[config.mk]
export PLATFORM = sky130hd
export DESIGN_NAME = lpddr_bank_state_cmd_legality
export DESIGN_NICKNAME = d
export VERILOG_FILES = /design/src/lpddr_pkg.sv /design/src/lpddr_bank_state_cmd_legality.sv
export VERILOG_INCLUDE_DIRS = /design/src
export SDC_FILE = /design/constraint.sdc
export NUM_CORES = 1
export LEC_CHECK = 0
export ABC_AREA = 1
export BUFFER_PORTS_ARGS = -buffer_cell sky130_fd_sc_hd__buf_2
export CELL_PAD_IN_SITES_DETAIL_PLACEMENT = 1
export CELL_PAD_IN_SITES_GLOBAL_PLACEMENT = 2
export CORE_UTILIZATION = 34
export CTS_CLUSTER_SIZE = 20
export DETAILED_ROUTE_END_ITERATION = 12
export HOLD_SLACK_MARGIN = 0.15
export PLACE_DENSITY = 0.85
export SYNTH_ARGS = -nofsm -noshare
export SYNTH_HDL_FRONTEND = slang
export SYNTH_SLANG_ARGS = --single-unit
export TNS_END_PERCENT = 20
[constraint.sdc]
create_clock -name ref_clk -period 3.8 [get_ports ref_clk]
set_input_delay 0.19 -clock ref_clk [delete_from_list [all_inputs] [get_ports ref_clk]]
set_output_delay 0.19 -clock ref_clk [all_outputs]
set_load 0.02 [all_outputs]
[src/lpddr_defines.svh]
// timing counts, widths and the auto-precharge bit for the bank state legality block
`ifndef LPDDR_DEFINES_SVH
`define LPDDR_DEFINES_SVH
`define CLK_PERIOD_NS 8
`define T_RP_NS 18
`define T_RCD_NS 18
`define T_WR_NS 12
`define T_RFC_NS 80
`define T_MRD_NS 16
`define T_PDEX_NS 8
`define T_SRX_NS 120
`define CYC_UP(ns) (((ns) + `CLK_PERIOD_NS - 1) / `CLK_PERIOD_NS)
`define RP_CYC `CYC_UP(`T_RP_NS)
`define RCD_CYC `CYC_UP(`T_RCD_NS)
`define WR_CYC `CYC_UP(`T_WR_NS)
`define RFC_CYC `CYC_UP(`T_RFC_NS)
`define MRD_CYC `CYC_UP(`T_MRD_NS)
`define PDEX_CYC `CYC_UP(`T_PDEX_NS)
`define SRX_CYC `CYC_UP(`T_SRX_NS)
`define CNT_W 5
`define NUM_BANKS 4
`define AP_BIT 10
`endif

[src/lpddr_pkg.sv]
// types shared by the bank state legality block
package lpddr_pkg;
  typedef enum logic [3:0] {
    CMD_NOP = 4'h0,
    CMD_BST = 4'h1,
    CMD_RD = 4'h2,
    CMD_WR = 4'h3,
    CMD_ACT = 4'h4,
    CMD_PRE = 4'h5,
    CMD_REF = 4'h6,
    CMD_MRS = 4'h7,
    CMD_DESEL = 4'h8
  } cmd_e;
  typedef enum logic [5:0] {
    BK_IDLE = 6'h01,
    BK_ACTIVATING = 6'h02,
    BK_ACTIVE = 6'h04,
    BK_PRECHARGING = 6'h08,
    BK_WRITE_REC = 6'h10,
    BK_BUSY = 6'h20
  } bank_e;
  typedef enum logic [3:0] {
    PW_NORMAL = 4'h1,
    PW_SELF_REF = 4'h2,
    PW_POWER_DOWN = 4'h4,
    PW_WAKE = 4'h8
  } power_e;
  typedef struct packed {
    logic cs_n;
    logic ras_n;
    logic cas_n;
    logic we_n;
    logic [1:0] bank;
    logic [12:0] addr;
  } cmd_pins_s;
  typedef struct packed {
    logic accepted;
    logic illegal;
    logic nop;
  } verdict_s;
endpackage

[src/lpddr_bank_state_cmd_legality.sv]
// command legality, bank state and power state tracking for a low-power ddr die
`include "lpddr_defines.svh"
module lpddr_bank_state_cmd_legality (
  input wire logic ref_clk, // 125 MHz device clock
  input wire logic rst, // synchronous, active high
  input wire logic cke, // clock enable pin
  input wire lpddr_pkg::cmd_pins_s cmd_pins, // command, bank and address pins
  input wire logic wr_autopre, // write carries auto precharge
  output logic cmd_accepted_ff, // command taken by addressed bank, by every bank on refresh or mode set, or by every active bank on precharge all
  output logic cmd_illegal_ff, // command illegal in current state
  output logic cmd_nop_ff, // command treated as no operation
  output logic self_refresh_ff, // device is in self-refresh
  output logic power_down_ff, // device is in power-down
  output logic all_idle_ff, // all banks idle
  output logic [23:0] bank_state_ff // per bank one-hot state, bank 0 low
);
  localparam int NB = `NUM_BANKS;
  localparam logic [`CNT_W-1:0] RP_C = `CNT_W'(`RP_CYC);
  localparam logic [`CNT_W-1:0] RCD_C = `CNT_W'(`RCD_CYC);
  localparam logic [`CNT_W-1:0] WR_C = `CNT_W'(`WR_CYC);
  localparam logic [`CNT_W-1:0] RFC_C = `CNT_W'(`RFC_CYC);
  localparam logic [`CNT_W-1:0] MRD_C = `CNT_W'(`MRD_CYC);
  localparam logic [`CNT_W-1:0] PDEX_C = `CNT_W'(`PDEX_CYC);
  localparam logic [`CNT_W-1:0] SRX_C = `CNT_W'(`SRX_CYC);

  function automatic lpddr_pkg::cmd_e decode(input lpddr_pkg::cmd_pins_s p);
    if (p.cs_n)
    begin
      return lpddr_pkg::CMD_DESEL;
    end
    case ({p.ras_n, p.cas_n, p.we_n})
      3'h7: return lpddr_pkg::CMD_NOP;
      3'h6: return lpddr_pkg::CMD_BST;
      3'h5: return lpddr_pkg::CMD_RD;
      3'h4: return lpddr_pkg::CMD_WR;
      3'h3: return lpddr_pkg::CMD_ACT;
      3'h2: return lpddr_pkg::CMD_PRE;
      3'h1: return lpddr_pkg::CMD_REF;
      default: return lpddr_pkg::CMD_MRS;
    endcase
  endfunction

  logic cke_prev_ff;
  logic nxt_cke_prev;
  lpddr_pkg::power_e pwr_ff;
  lpddr_pkg::power_e nxt_pwr;
  logic [`CNT_W-1:0] wake_cnt_ff;
  logic [`CNT_W-1:0] nxt_wake_cnt;
  lpddr_pkg::bank_e bank_ff [NB];
  lpddr_pkg::bank_e nxt_bank [NB];
  logic [`CNT_W-1:0] bcnt_ff [NB];
  logic [`CNT_W-1:0] nxt_bcnt [NB];
  logic apre_ff [NB];
  logic nxt_apre [NB];
  logic nxt_accepted;
  logic nxt_illegal;
  logic nxt_nop;
  lpddr_pkg::cmd_e cmd;
  logic cmd_window;
  logic idle_now;
  lpddr_pkg::bank_e sel_state;
  logic [NB-1:0] idle_vec;

  assign cmd = decode(cmd_pins);
  // normal table only with enable held high and device awake
  assign cmd_window = cke_prev_ff && cke && (pwr_ff == lpddr_pkg::PW_NORMAL);
  assign sel_state = bank_ff[cmd_pins.bank];

  generate
    for (genvar g = 0; g < NB; g++)
    begin : g_idle
      assign idle_vec[g] = (bank_ff[g] == lpddr_pkg::BK_IDLE);
    end
  endgenerate
  assign idle_now = &idle_vec;

  // power state: enable history decides, command pins ignored while asleep
  always_comb
  begin
    nxt_cke_prev = cke;
    nxt_pwr = pwr_ff;
    nxt_wake_cnt = wake_cnt_ff;
    case (pwr_ff)
      lpddr_pkg::PW_NORMAL:
      begin
        if (cke_prev_ff && !cke && idle_now)
        begin
          if (cmd == lpddr_pkg::CMD_REF)
            nxt_pwr = lpddr_pkg::PW_SELF_REF;
          else if (cmd == lpddr_pkg::CMD_DESEL || cmd == lpddr_pkg::CMD_NOP)
            nxt_pwr = lpddr_pkg::PW_POWER_DOWN;
        end
      end
      lpddr_pkg::PW_SELF_REF:
      begin
        // exit only on low-high; inputs reawaken, then setup before commands
        if (!cke_prev_ff && cke)
        begin
          nxt_pwr = lpddr_pkg::PW_WAKE;
          nxt_wake_cnt = SRX_C;
        end
      end
      lpddr_pkg::PW_POWER_DOWN:
      begin
        if (!cke_prev_ff && cke)
        begin
          nxt_pwr = lpddr_pkg::PW_WAKE;
          nxt_wake_cnt = PDEX_C;
        end
      end
      lpddr_pkg::PW_WAKE:
      begin
        if (wake_cnt_ff <= `CNT_W'(1))
          nxt_pwr = lpddr_pkg::PW_NORMAL;
        nxt_wake_cnt = wake_cnt_ff - `CNT_W'(1);
      end
      default: nxt_pwr = lpddr_pkg::PW_NORMAL;
    endcase
  end

  always_ff @(posedge ref_clk)
  begin
    if (rst)
    begin
      cke_prev_ff <= 1'b0;
      pwr_ff <= lpddr_pkg::PW_NORMAL;
      wake_cnt_ff <= '0;
    end
    else
    begin
      cke_prev_ff <= nxt_cke_prev;
      pwr_ff <= nxt_pwr;
      wake_cnt_ff <= nxt_wake_cnt;
    end
  end

  // bank states and verdict; the addressed bank is judged, except refresh, mode set and precharge all, which look at every bank
  always_comb
  begin
    nxt_accepted = 1'b0;
    nxt_illegal = 1'b0;
    nxt_nop = 1'b0;
    for (int b = 0; b < NB; b++)
    begin
      nxt_bank[b] = bank_ff[b];
      nxt_bcnt[b] = (bcnt_ff[b] != '0) ? bcnt_ff[b] - `CNT_W'(1) : bcnt_ff[b];
      nxt_apre[b] = apre_ff[b];
      if (bcnt_ff[b] <= `CNT_W'(1))
      begin
        case (bank_ff[b])
          lpddr_pkg::BK_ACTIVATING: nxt_bank[b] = lpddr_pkg::BK_ACTIVE;
          lpddr_pkg::BK_PRECHARGING: nxt_bank[b] = lpddr_pkg::BK_IDLE;
          lpddr_pkg::BK_BUSY: nxt_bank[b] = lpddr_pkg::BK_IDLE;
          lpddr_pkg::BK_WRITE_REC:
          begin
            // auto-precharge write closes the row itself after recovery
            nxt_bank[b] = apre_ff[b] ? lpddr_pkg::BK_PRECHARGING : lpddr_pkg::BK_ACTIVE;
            nxt_bcnt[b] = apre_ff[b] ? RP_C : '0;
            nxt_apre[b] = 1'b0;
          end
          default: nxt_bank[b] = bank_ff[b];
        endcase
      end
    end
    // inputs ignored unless enable held high; pins asleep otherwise
    if (cmd_window && cmd != lpddr_pkg::CMD_DESEL)
    begin
      case (cmd)
        lpddr_pkg::CMD_NOP: nxt_nop = 1'b1;
        lpddr_pkg::CMD_REF, lpddr_pkg::CMD_MRS:
        begin
          if (idle_now)
          begin
            nxt_accepted = 1'b1;
            for (int b = 0; b < NB; b++)
            begin
              nxt_bank[b] = lpddr_pkg::BK_BUSY;
              nxt_bcnt[b] = (cmd == lpddr_pkg::CMD_REF) ? RFC_C : MRD_C;
            end
          end
          else
            nxt_illegal = 1'b1;
        end
        lpddr_pkg::CMD_PRE:
        begin
          if (cmd_pins.addr[`AP_BIT])
          begin
            nxt_nop = 1'b1;
            for (int b = 0; b < NB; b++)
            begin
              if (bank_ff[b] == lpddr_pkg::BK_ACTIVE)
              begin
                nxt_bank[b] = lpddr_pkg::BK_PRECHARGING;
                nxt_bcnt[b] = RP_C;
                nxt_nop = 1'b0;
                nxt_accepted = 1'b1;
              end
            end
          end
          else if (sel_state == lpddr_pkg::BK_ACTIVE)
          begin
            nxt_accepted = 1'b1;
            nxt_bank[cmd_pins.bank] = lpddr_pkg::BK_PRECHARGING;
            nxt_bcnt[cmd_pins.bank] = RP_C;
          end
          else if (sel_state == lpddr_pkg::BK_IDLE ||
                   sel_state == lpddr_pkg::BK_PRECHARGING)
            nxt_nop = 1'b1;
          else
            nxt_illegal = 1'b1;
        end
        lpddr_pkg::CMD_ACT:
        begin
          if (sel_state == lpddr_pkg::BK_IDLE)
          begin
            nxt_accepted = 1'b1;
            nxt_bank[cmd_pins.bank] = lpddr_pkg::BK_ACTIVATING;
            nxt_bcnt[cmd_pins.bank] = RCD_C;
          end
          else
            nxt_illegal = 1'b1;
        end
        lpddr_pkg::CMD_WR:
        begin
          if (sel_state == lpddr_pkg::BK_ACTIVE || sel_state == lpddr_pkg::BK_WRITE_REC)
          begin
            nxt_accepted = 1'b1;
            nxt_bank[cmd_pins.bank] = lpddr_pkg::BK_WRITE_REC;
            nxt_bcnt[cmd_pins.bank] = WR_C;
            nxt_apre[cmd_pins.bank] = wr_autopre;
          end
          else
            nxt_illegal = 1'b1;
        end
        lpddr_pkg::CMD_RD:
        begin
          if (sel_state == lpddr_pkg::BK_ACTIVE)
            nxt_accepted = 1'b1;
          else
            nxt_illegal = 1'b1;
        end
        lpddr_pkg::CMD_BST:
        begin
          if (sel_state == lpddr_pkg::BK_ACTIVE)
            nxt_nop = 1'b1;
          else
            nxt_illegal = 1'b1;
        end
        default: nxt_nop = 1'b1;
      endcase
    end
  end

  always_ff @(posedge ref_clk)
  begin
    if (rst)
    begin
      for (int b = 0; b < NB; b++)
      begin
        bank_ff[b] <= lpddr_pkg::BK_IDLE;
        bcnt_ff[b] <= '0;
        apre_ff[b] <= 1'b0;
      end
      cmd_accepted_ff <= 1'b0;
      cmd_illegal_ff <= 1'b0;
      cmd_nop_ff <= 1'b0;
      self_refresh_ff <= 1'b0;
      power_down_ff <= 1'b0;
      all_idle_ff <= 1'b1;
      bank_state_ff <= {NB{lpddr_pkg::BK_IDLE}};
    end
    else
    begin
      for (int b = 0; b < NB; b++)
      begin
        bank_ff[b] <= nxt_bank[b];
        bcnt_ff[b] <= nxt_bcnt[b];
        apre_ff[b] <= nxt_apre[b];
      end
      cmd_accepted_ff <= nxt_accepted;
      cmd_illegal_ff <= nxt_illegal;
      cmd_nop_ff <= nxt_nop;
      self_refresh_ff <= (nxt_pwr == lpddr_pkg::PW_SELF_REF);
      power_down_ff <= (nxt_pwr == lpddr_pkg::PW_POWER_DOWN);
      all_idle_ff <= (nxt_bank[0] == lpddr_pkg::BK_IDLE) && (nxt_bank[1] == lpddr_pkg::BK_IDLE) &&
                     (nxt_bank[2] == lpddr_pkg::BK_IDLE) && (nxt_bank[3] == lpddr_pkg::BK_IDLE);
      bank_state_ff <= {nxt_bank[3], nxt_bank[2], nxt_bank[1], nxt_bank[0]};
    end
  end

  sleep_ignores_a: assert property (@(posedge ref_clk) disable iff (rst)
    (!cke_prev_ff && !cke) |=> !cmd_accepted_ff && !cmd_illegal_ff)
    else $error("command acted on while enable low");
  pd_exit_a: assert property (@(posedge ref_clk) disable iff (rst)
    (pwr_ff == lpddr_pkg::PW_POWER_DOWN && !cke_prev_ff && cke) |=> ##1 !power_down_ff)
    else $error("power-down not left on enable rise");
  sr_entry_a: assert property (@(posedge ref_clk) disable iff (rst)
    (pwr_ff == lpddr_pkg::PW_NORMAL && cke_prev_ff && !cke && idle_now &&
     cmd == lpddr_pkg::CMD_REF) |=> self_refresh_ff)
    else $error("self-refresh not entered");
  ref_busy_a: assert property (@(posedge ref_clk) disable iff (rst)
    (cmd_window && cmd == lpddr_pkg::CMD_REF && !idle_now) |=> cmd_illegal_ff)
    else $error("refresh with busy bank not flagged");
  pre_nop_a: assert property (@(posedge ref_clk) disable iff (rst)
    (cmd_window && cmd == lpddr_pkg::CMD_PRE && !cmd_pins.addr[`AP_BIT] &&
     sel_state == lpddr_pkg::BK_PRECHARGING) |=> cmd_nop_ff && !cmd_illegal_ff)
    else $error("precharge to precharging bank not a nop");
  rd_rec_a: assert property (@(posedge ref_clk) disable iff (rst)
    (cmd_window && cmd == lpddr_pkg::CMD_RD && sel_state == lpddr_pkg::BK_WRITE_REC)
    |=> cmd_illegal_ff)
    else $error("read during write recovery accepted");
  wr_rec_a: assert property (@(posedge ref_clk) disable iff (rst)
    (cmd_window && cmd == lpddr_pkg::CMD_WR && sel_state == lpddr_pkg::BK_WRITE_REC)
    |=> cmd_accepted_ff)
    else $error("write during write recovery refused");
  wake_gate_a: assert property (@(posedge ref_clk) disable iff (rst)
    (pwr_ff == lpddr_pkg::PW_WAKE) |=> !cmd_accepted_ff)
    else $error("command taken during exit setup");
endmodule // lpddr_bank_state_cmd_legality

# Word level (Yosys, flattened, before mapping)
# Memories as Yosys holds them, arrays and structs flattened.
# Index checks and enable logic that the tools add are counted.
[classes] mux=123 bitwise_logic=29 addsub=5 eq_ne=56 order_cmp=7 n_reduce_logical=32
[ops] operator="24-bit two-way mux" n=6
[ops] operator="20-bit two-way mux" n=6
[ops] operator="5-bit two-way mux" n=23
[ops] operator="24-bit one-hot mux with 4 select lines" n=1
[ops] operator="20-bit one-hot mux with 4 select lines" n=1
[ops] operator="6-bit two-way mux" n=13
[ops] operator="6-bit one-hot mux with 3 select lines" n=4
[ops] operator="20-bit bitwise AND" n=3
[ops] operator="4-bit two-way mux" n=15
[ops] operator="20-bit inverter" n=3
[ops] operator="6-bit by 1-bit == test with 1-bit output, second input constant" n=9
[ops] operator="1-bit two-way mux" n=40
[ops] operator="6-bit by 3-bit == test with 1-bit output, second input constant" n=5
[ops] operator="6-bit by 4-bit == test with 1-bit output, second input constant" n=5
[ops] operator="6-bit by 5-bit == test with 1-bit output, second input constant" n=5
[ops] operator="5-bit by 1-bit less-or-equal comparator with 1-bit output, second input constant" n=5
[ops] operator="5-bit by 1-bit subtractor with 5-bit output, second input constant" n=5
[ops] operator="4-bit by 3-bit == test with 1-bit output, second input constant" n=6
[ops] operator="6-bit by 2-bit == test with 1-bit output, second input constant" n=4
[ops] operator="6-bit == test, second input constant" n=4
[ops] operator="3-bit one-hot mux with 7 select lines" n=1
[ops] operator="5-bit nonzero test" n=4
[ops] operator="16-bit bitwise AND" n=1
[ops] operator="4-bit by 2-bit == test with 1-bit output, second input constant" n=4
[ops] operator="35 further kinds" n=79
[word_totals] in_bits=23 mem_count=3 mem_bits_rw=48 elab_cells=265 register_bits=40 out_inout_bits=30
[memory_table] memory="bank_ff" words=4 word_bits=6 read_ports=5 rd_ports_with_merged_regs=0 write_ports=4 line="lpddr_bank_state_cmd_legality.sv:49" source="lpddr_pkg::bank_e bank_ff [NB];"
[memory_table] memory="bcnt_ff" words=4 word_bits=5 read_ports=4 rd_ports_with_merged_regs=0 write_ports=4 line="lpddr_bank_state_cmd_legality.sv:51" source="logic [`CNT_W-1:0] bcnt_ff [NB];"
[memory_table] memory="apre_ff" words=4 word_bits=1 read_ports=4 rd_ports_with_merged_regs=0 write_ports=4 line="lpddr_bank_state_cmd_legality.sv:53" source="logic apre_ff [NB];"

# Longest topological paths before layout
# Gate-level depths: netlist of the first run.
[depth] ltp_word=15 mapped_depth=21

# Worst setup path after synthesis of the first run
# No wires, ideal clock.
[synth_timing] path_kind="flip-flop to flip-flop" start="register, netlist name bank_state_ff[6]" end="register all_idle_ff" path_slack_ns=1.754 synth_period_minus_slack_ns=2.046 required_ns=3.675 stages_incl_launch_ff=19 arrival_time_ns=1.921 path_cell_list="dfxtp_1 clkbuf_1 nand2_1 nand2_1 nand2_1 nand2_1 nand2_1 nor2_2 nand2_2 inv_2 nand2_1 nand2_1 nand2_1 nor2_1 nor3_1 nand3_1 nor2_1 nand2_1 nand2_1"
[synth_lines] item="to (signal assigned)" line="lpddr_bank_state_cmd_legality.sv:285" source="all_idle_ff <= (nxt_bank[0] == lpddr_pkg::BK_IDLE) && (nxt_bank[1] == lpddr_pkg::BK_IDLE) &&"
[synth_lines] item="to (decl)" line="lpddr_bank_state_cmd_legality.sv:14" source="output logic all_idle_ff,"

# Worst setup path in the final report of the first run
[layout_timing] start="register pwr_ff[3]" end="register all_idle_ff"
[layout_between] elab_chain_len=8 word_cells_on_any_way=11 cone_classes="5 x eq/ne; 1 x mux; 5 x reduce/logical"
[layout_rtl] item="from (decl)" line="lpddr_bank_state_cmd_legality.sv:45" source="lpddr_pkg::power_e pwr_ff;"
[layout_rtl] item="from (signal assigned)" line="lpddr_bank_state_cmd_legality.sv:126" source="pwr_ff <= lpddr_pkg::PW_NORMAL;"
[layout_rtl] item="from (signal assigned)" line="lpddr_bank_state_cmd_legality.sv:132" source="pwr_ff <= nxt_pwr;"
[layout_rtl] item="4-bit by 1-bit == test with 1-bit output (*)" line="lpddr_bank_state_cmd_legality.sv:66" source="assign cmd_window = cke_prev_ff && cke && (pwr_ff == lpddr_pkg::PW_NORMAL);"
[layout_rtl] item="1-bit logical AND (*)" line="lpddr_bank_state_cmd_legality.sv:66"
[layout_rtl] item="1-bit logical AND (*)" line="lpddr_bank_state_cmd_legality.sv:166" source="if (cmd_window && cmd != lpddr_pkg::CMD_DESEL)"
[layout_rtl] item="24-bit two-way mux (*)" line="lpddr_bank_state_cmd_legality.sv:166"
[layout_rtl] item="6-bit by 1-bit == test with 1-bit output" line="lpddr_bank_state_cmd_legality.sv:285"
[layout_rtl] item="1-bit logical AND (2 in a row)" line="lpddr_bank_state_cmd_legality.sv:285"
[layout_rtl] item="1-bit logical AND (*)" line="lpddr_bank_state_cmd_legality.sv:286" source="(nxt_bank[2] == lpddr_pkg::BK_IDLE) && (nxt_bank[3] == lpddr_pkg::BK_IDLE);"
# Mark *: on every way between the ends. The rest lies on a longest branch, timed or not.
# A chain may end at the register's enable or synchronous reset.

==> summary.txt, run 1 <==
Final layout
  • Area growth from synthesis to layout: 14.6%
  • Ant diodes: 0
  • Layout Nets: 879
  • Ratio of cells with drive above 1 in the final layout: 9.67%

Worst setup path
  • Worst setup EP type: flip-flop
  • Kind of critical path: reg2reg
  • CP max FO: 13
  • CP required: 4070 ps
  • Critical path arrival: 3050 ps
  • CP Launch Type: flip-flop

Yosys
  • Yosys reg bits: 64
  • Area fraction in compound gates after synthesis: 13.6%
  • Synth top area share: 27.0%
  • Post-synthesis mux area share: 0%
  • Area leader, netlist: dfxtp_1
  • Top-count cell post-synth: nand2_1
  • Post-synthesis adder-cell area fraction: 3.43%
  • Post-Synth XOR/XNOR Area: 2.22%
  • Post-Synthesis Cells: 804
  • Post-synth top flop: dfxtp_1
  • Largest cells by area after synthesis: dfxtp_1 27%, nand2_1 17%, inv_1 9.3%
  • Largest family of logic cells by synthesized area: simple AND/OR/NAND/NOR gates
  • Register area share after synthesis: 27.0%
  • Cell area after synthesis: 4740 sq um
  • Post-synth EDFFs: 0
  • Syn Area/Cell: 5.90 sq um
  • Share of flip-flops with an asynchronous set or reset: 0%
  • Syn_nets: 840
  • Top post-synthesis cells by count: 220 x nand2_1, 118 x inv_1, 117 x nor2_1
  • Simple-gate portion of the synthesized area: 42.3%
  • Netlist cell types: 46
  • Yosys warnings: 0

Timing
  • Setup violators final: 0
  • Tcrit/Tclk final: 73.0%
  • Slew headroom: 30.1%
  • Least-Margin Pin Slew: 1050 ps
  • Worst clock skew: 6.77 ps
  • Final hold violations: 0
  • Fin crit period: 2780 ps
  • Setup TNS: 0 ps
  • Unrepaired setup endpoints after global routing: no
  • Hold_ws: 230 ps
  • Max Fclk: 0.360 GHz
  • Final Max Tran Viols: 0

Die
  • Std cell rows: 42
  • Die width: 120 um
  • Ports: 53
  • Core ar.: 13400 sq um
  • Full die area: 14400 sq um
  • Initial core utilization: 35.4%
  • Die height: 120 um

Pwr
  • Pleak: 2.79 nW
  • Worst IR Drop VDD: 330 uV
  • PwrDens: 485 nW/um^2

Route
  • Routed via count: 5390
  • Antenna-violating nets left: 0
  • Vias/cell: 5.26
  • DRT Pass-1 Iters: 4
  • Detailed Route Iter0 Violations: 326
  • DR WL/cell: 18.0 um
  • Routed WL: 18400 um
  • DR DRC count: 0

Global route
  • Largest net degree at the start of global routing: 37
  • Vias in the first global route: 5617
  • GR Overflow Total: 0
  • GRT Util Overall: 26.7%
  • First-pass GRT wire length: 29400 um
  • Initial antenna violation count: 0

Worst hold path
  • HP Class: in2reg

Clock tree
  • Setup Buffers After CTS: 0
  • Worst-Skew Late Latency: 350 ps
  • Max H-tree Level: 3
  • Inserted Clock Buffers: 9
  • Worst-path clk slew: 60 ps
  • CTS tree: done
  • Root buf cell: clkbuf_16
  • Max Root-Sink Buffers: 2
  • Clock sinks: 64

Outcome
  • Outcome: finished clean

Placed design
  • I/O Buffers: 40
  • GPL Wtd Cong: 0.925
  • Post-DP HPWL: 14300 um

Flow run
  • Max-cap violations: 0
[critical path, cell delays in order, from the launching register on]
cell     delay, ps
dfxtp_1        330
nor2_1         150
nand3_1        100
inv_2          130
nand4_4        210
nor2_2         130
buf_4          220
inv_2           90
nor2_1         380
nand4_1        270
o21ai_1        180
nand3_1        180
nor2_1         190
nand2_1         80
nand2_1         60
[cells by family after synthesis]
logic type	after synthesis
compound gates	111
xor+xnor	12
fa+ha+maj	13
buf+inv	138
flops	64
simple gates	466
[report_power, final]
| group | internal, mW | switching (mW) |
|---|---|---|
| logic | 0.345 | 0.560 |
| registers | 0.766 | 0.0654 |
| clock network | 0.573 | 0.328 |
[state kept, by name, indices dropped and copies added, names as in the netlist]
register	count
cmd_illegal_ff	1
cmd_accepted_ff	1
self_refresh_ff	1
bank_state_ff	24
bcnt_ff	20
power_down_ff	1
pwr_ff	4
all_idle_ff	1
apre_ff	4
cmd_nop_ff	1
wake_cnt_ff	5
cke_prev_ff	1
[stage by stage]
stage | instances | util [%] | area (sq um) | setup WS [ps] | power (mW)
floorplan | 804 | - | 4740 | 1750 | 1.53
global placement | 1007 | 38.1 | 5100 | 999 | 1.70
detailed placement | 1007 | 38.1 | 5100 | 936 | 1.75
CTS | 1024 | 40.5 | 5430 | 1050 | 2.67
global route | 1024 | 40.5 | 5430 | 809 | 2.84
finish | 1024 | 40.5 | 5430 | 1020 | 2.64
[cell type report]
class,count,area [sq um]
clock buffers,9,225
repair buffers,44,233
multi-input cells,602,2920
inverters,122,458
clock inverters,7,96.3
flip-flops and latches,64,1280
well taps,176,220
fillers,1849,7970
[repair_timing]
action,CTS,global route
hold buffers,1,0
hold endpoints to repair,1,0
gates resized for setup,0,0
setup endpoints to repair,0,0
[final timing paths]
check                           start                   endpoint  slack (ps)  cells past startpoint
max reg2reg      pwr_ff[3]$_SDFF_PP0_     all_idle_ff$_SDFF_PP1_        1020                     14
min reg2reg  bcnt_ff[3][4]$_SDFF_PP0_   bcnt_ff[3][4]$_SDFF_PP0_         480                      2
min                      cmd_pins[16]  cmd_illegal_ff$_SDFF_PP0_         230                      4
max              pwr_ff[3]$_SDFF_PP0_     all_idle_ff$_SDFF_PP1_        1020                     14
[metal layers]
layer | vias to the layer above | GRT usage (%) | part of all wire (%)
met4 | 0 | 8.59 | 1.9
met2 | 101 | 45.0 | 48
met3 | 21 | 4.28 | 5.1
met1 | 2600 | 34.6 | 45
met5 | - | 0 | 0
li1 | 2668 | - | -
[placed cells by master, fill, tap and decap left out, types with 2 or more instances in the layout]
cell        instances
clkinvlp_4          3
o21ai_0            37
nand2_2             2
a21boi_1            2
nor4_1              5
buf_2              40
nor2_2              6
nor2_4              2
or2_2               2
nor3_1             23
xnor2_1             3
o22ai_1             3
a31oi_1            10
nand3_1            60
inv_1             118
and3_1              3
a211oi_1            3
ha_1               13
o21ai_1             2
buf_4               3
a41oi_1             2
bufinv_16           2
o211ai_1            2
a21oi_1            38
inv_2               4
clkbuf_16           9
nand4_1            20
nor2_1            117
o21bai_1            2
nand2_1           220
nand3_2             2
dfxtp_1            64
xor2_1              9
Power figures use the tool's default switching activity.
==> run 2, diff against run 1 <==
Settings changed: CORE_UTILIZATION 34 to 31, PLACE_DENSITY 0.85 to 0.78.
Clock period 3.8 ns to 2.9 ns, I/O delays scaled along.
==> summary.txt, run 2 (synthesis gave the netlist of run 1 again) <==
Placed design
  • Placed insts: 1037 (+3.0%)
  • GPL Wtd Cong: 0.945 (+2.2%)
  • I/O Buffers: 40 (unchanged)
  • Post-DP HPWL: 15100 um (+5.1%)
  • DP Area: 5280 sq um (+3.4%)

Die
  • Std cell rows: 44 (+4.8%)
  • Die width: 126 um (+4.6%)
  • Initial core utilization: 32.1% (-3.2 points)
  • Ports: 53 (unchanged)
  • Full die area: 15800 sq um (+9.5%)
  • Core ar.: 14800 sq um (+10%)
  • Die height: 126 um (+4.6%)

Pwr
  • Int Pwr: 2.17 mW (+29%)
  • Switching power: 1.23 mW (+29%)
  • Clk pwr share: 33.1% (-1.1 points)
  • Total power: 3.40 mW (+29%)
  • Pleak: 2.90 nW (+3.9%)
  • Sw frac: 36.1% (about the same)
  • Reg power frac: 32.0% (+0.5 points)
  • PwrDens: 608 nW/um^2 (+25%)
  • Gate power share: 34.8% (+0.5 points)
  • Worst IR Drop VDD: 410 uV (+24%)

Route
  • Routed via count: 5433 (+0.80%)
  • DR WL/cell: 17.7 um (-1.6%)
  • Antenna-violating nets left: 0 (unchanged)
  • Detailed Route Iter0 Violations: 329 (+0.92%)
  • DRT Pass-1 Iters: 5 (+1)
  • Routed WL: 18700 um (+1.3%)
  • Vias/cell: 5.15 (-2.1%)
  • DR DRC count: 0 (unchanged)

Worst setup path
  • Worst Path Buf+Inv: 1 (-2)
  • Worst r2r dst: all_idle_ff$_SDFF_PP1_
  • Worst setup EP type: flip-flop
  • Slowest CP cell: dfxtp_1
  • Critical path's largest stage delay: 410 ps (+30 ps)
  • Worst r2r src: bank_state_ff[8]$_SDFF_PP0_
  • FF-to-FF path depth: 13 (-1)
  • Kind of critical path: reg2reg
  • CP Launch Type: flip-flop
  • CP max FO: 7 (-6)
  • Critical path arrival: 2840 ps (-210 ps)
  • R2R setup slack: 350 ps (-670 ps)
  • CP required: 3190 ps (-880 ps)
  • Crit path cell chain: nor2_1 -> nand4_1 -> nor2_1 -> nand2_1 -> nand2_1 -> inv_1 -> nor2_1 -> nand4_1 -> o21ai_1 -> nand3_1 -> nor2_1 -> nand2_1 -> nand2_1
  • Crit path max-delay family: simple AND/OR/NAND/NOR gates

Timing
  • Final Max Tran Viols: 0 (unchanged)
  • Tcrit/Tclk final: 87.8% (+15 points)
  • Least-Margin Pin Slew: 923 ps (-124 ps)
  • Slew headroom: 38.4% (+8.3 points)
  • Max Fclk: 0.393 GHz (+9.0%)
  • Unrepaired setup endpoints after global routing: no
  • Setup violators final: 0 (unchanged)
  • Final hold violations: 0 (unchanged)
  • Fin crit period: 2550 ps (-230 ps)
  • Setup TNS: 0 ps (unchanged)
  • Worst clock skew: 7.23 ps (+0.463 ps)

Global route
  • First-pass GRT wire length: 30000 um (+2.2%)
  • GR Overflow Total: 0 (unchanged)
  • Largest net degree at the start of global routing: 36 (-2.7%)
  • Vias in the first global route: 5662 (+0.80%)
  • GRT Util Overall: 24.7% (-2.1 points)
  • Initial antenna violation count: 0 (unchanged)

Final layout
  • Largest register by flop count: bank_state_ff
  • Final Instance Area: 5590 sq um (+3.0%)
  • Largest regs: bank_state_ff (24), bcnt_ff (20), wake_cnt_ff (5)
  • Fillers: 2001 (+8.2%)
  • Non-Filler Instances: 1054 (+2.9%)
  • Most frequent cells in the layout: 220 x nand2_1, 118 x inv_1, 117 x nor2_1, 64 x dfxtp_1, 60 x nand3_1
  • Area growth from synthesis to layout: 18.0%
  • Register area: 1280 sq um (unchanged)
  • Most common cell after layout, fill and taps aside: nand2_1
  • Max FFs per register: 24 (unchanged)
  • Footprint of the multi-input gates: 2920 sq um (unchanged)
  • Layout Nets: 901 (+2.5%)
  • Ant diodes: 0 (unchanged)
  • Ratio of cells with drive above 1 in the final layout: 12.0% (+2.3 points)

Clock tree
  • CTS resizes: 0 (unchanged)
  • Inserted Clock Buffers: 9 (unchanged)
  • Max H-tree Level: 3 (unchanged)
  • Root buf cell: clkbuf_16
  • CTS tree: done
  • Worst-path clk slew: 60 ps (about the same)
  • Worst-Skew Late Latency: 350 ps (about the same)
  • Clock sinks: 64 (unchanged)
  • Max Root-Sink Buffers: 2 (unchanged)

Worst hold path
  • Hold endpoint: cmd_illegal_ff$_SDFF_PP0_
  • HP Class: in2reg
  • WHS Path Cells: 4 (unchanged)
  • Worst Min Path Start: cmd_pins[16]

Outcome
  • Outcome: finished clean

Flow run
  • Max-cap violations: 0 (unchanged)
[run 2: worst max path at each step]
stage,from,end,cells past startpoint
detailed placement,cmd_pins[13],all_idle_ff$_SDFF_PP1_,17
global route,bank_state_ff[12]$_SDFF_PP1_,pwr_ff[2]$_SDFF_PP0_,10
global placement,cmd_pins[13],all_idle_ff$_SDFF_PP1_,17
floorplan,bank_state_ff[6]$_SDFF_PP1_,all_idle_ff$_SDFF_PP1_,18
CTS,bank_state_ff[8]$_SDFF_PP0_,all_idle_ff$_SDFF_PP1_,13
finish,bank_state_ff[8]$_SDFF_PP0_,all_idle_ff$_SDFF_PP1_,13
[run 2: worst min-delay path, stage by stage]
cell     delay, ps
buf_2          120
nand2_1         70
nand3_1         90
a31oi_1         60
[run 2: layout make-up]
class | instances | area share [%]
clock buffer | 11 | 4.52
inverter | 122 | 8.19
multi-input combinational | 602 | 52.2
tap | 184 | 4.12
clock inverter | 5 | 0.984
sequential | 64 | 22.9
timing repair buffer | 66 | 7.11
[run 2: timing repair]
action / CTS / global route
hold buffers: 1 / 0
buffers inserted: 0 / 0
hold endpoints to repair: 1 / 0
[run 2: layer usage]
layer / track usage, % / share of wire, % / vias up
met5: 0 / 0 / -
met2: 41.7 / 48 / 83
met3: 4.16 / 3.4 / 16
li1: - / - / 2722
met4: 6.81 / 1.4 / 0
met1: 32.3 / 47 / 2612
[run 2: stage by stage]
step	hold WS [ps]	util, %	setup slack (ps)
floorplan	252	-	854
global placement	415	35.8	450
detailed placement	438	35.8	381
CTS	200	37.9	402
global route	240	37.9	138
finish	211	37.9	355
[run 2: power by group through the flow]
stage                     logic [mW]  clock network [mW]  registers [mW]
after floorplan                0.915                   0            1.09
after global routing            1.36                1.20            1.11
after detailed placement        1.18                   0            1.11
after global placement          1.15                   0            1.10
after CTS                       1.19                1.16            1.09
final                           1.18                1.13            1.09
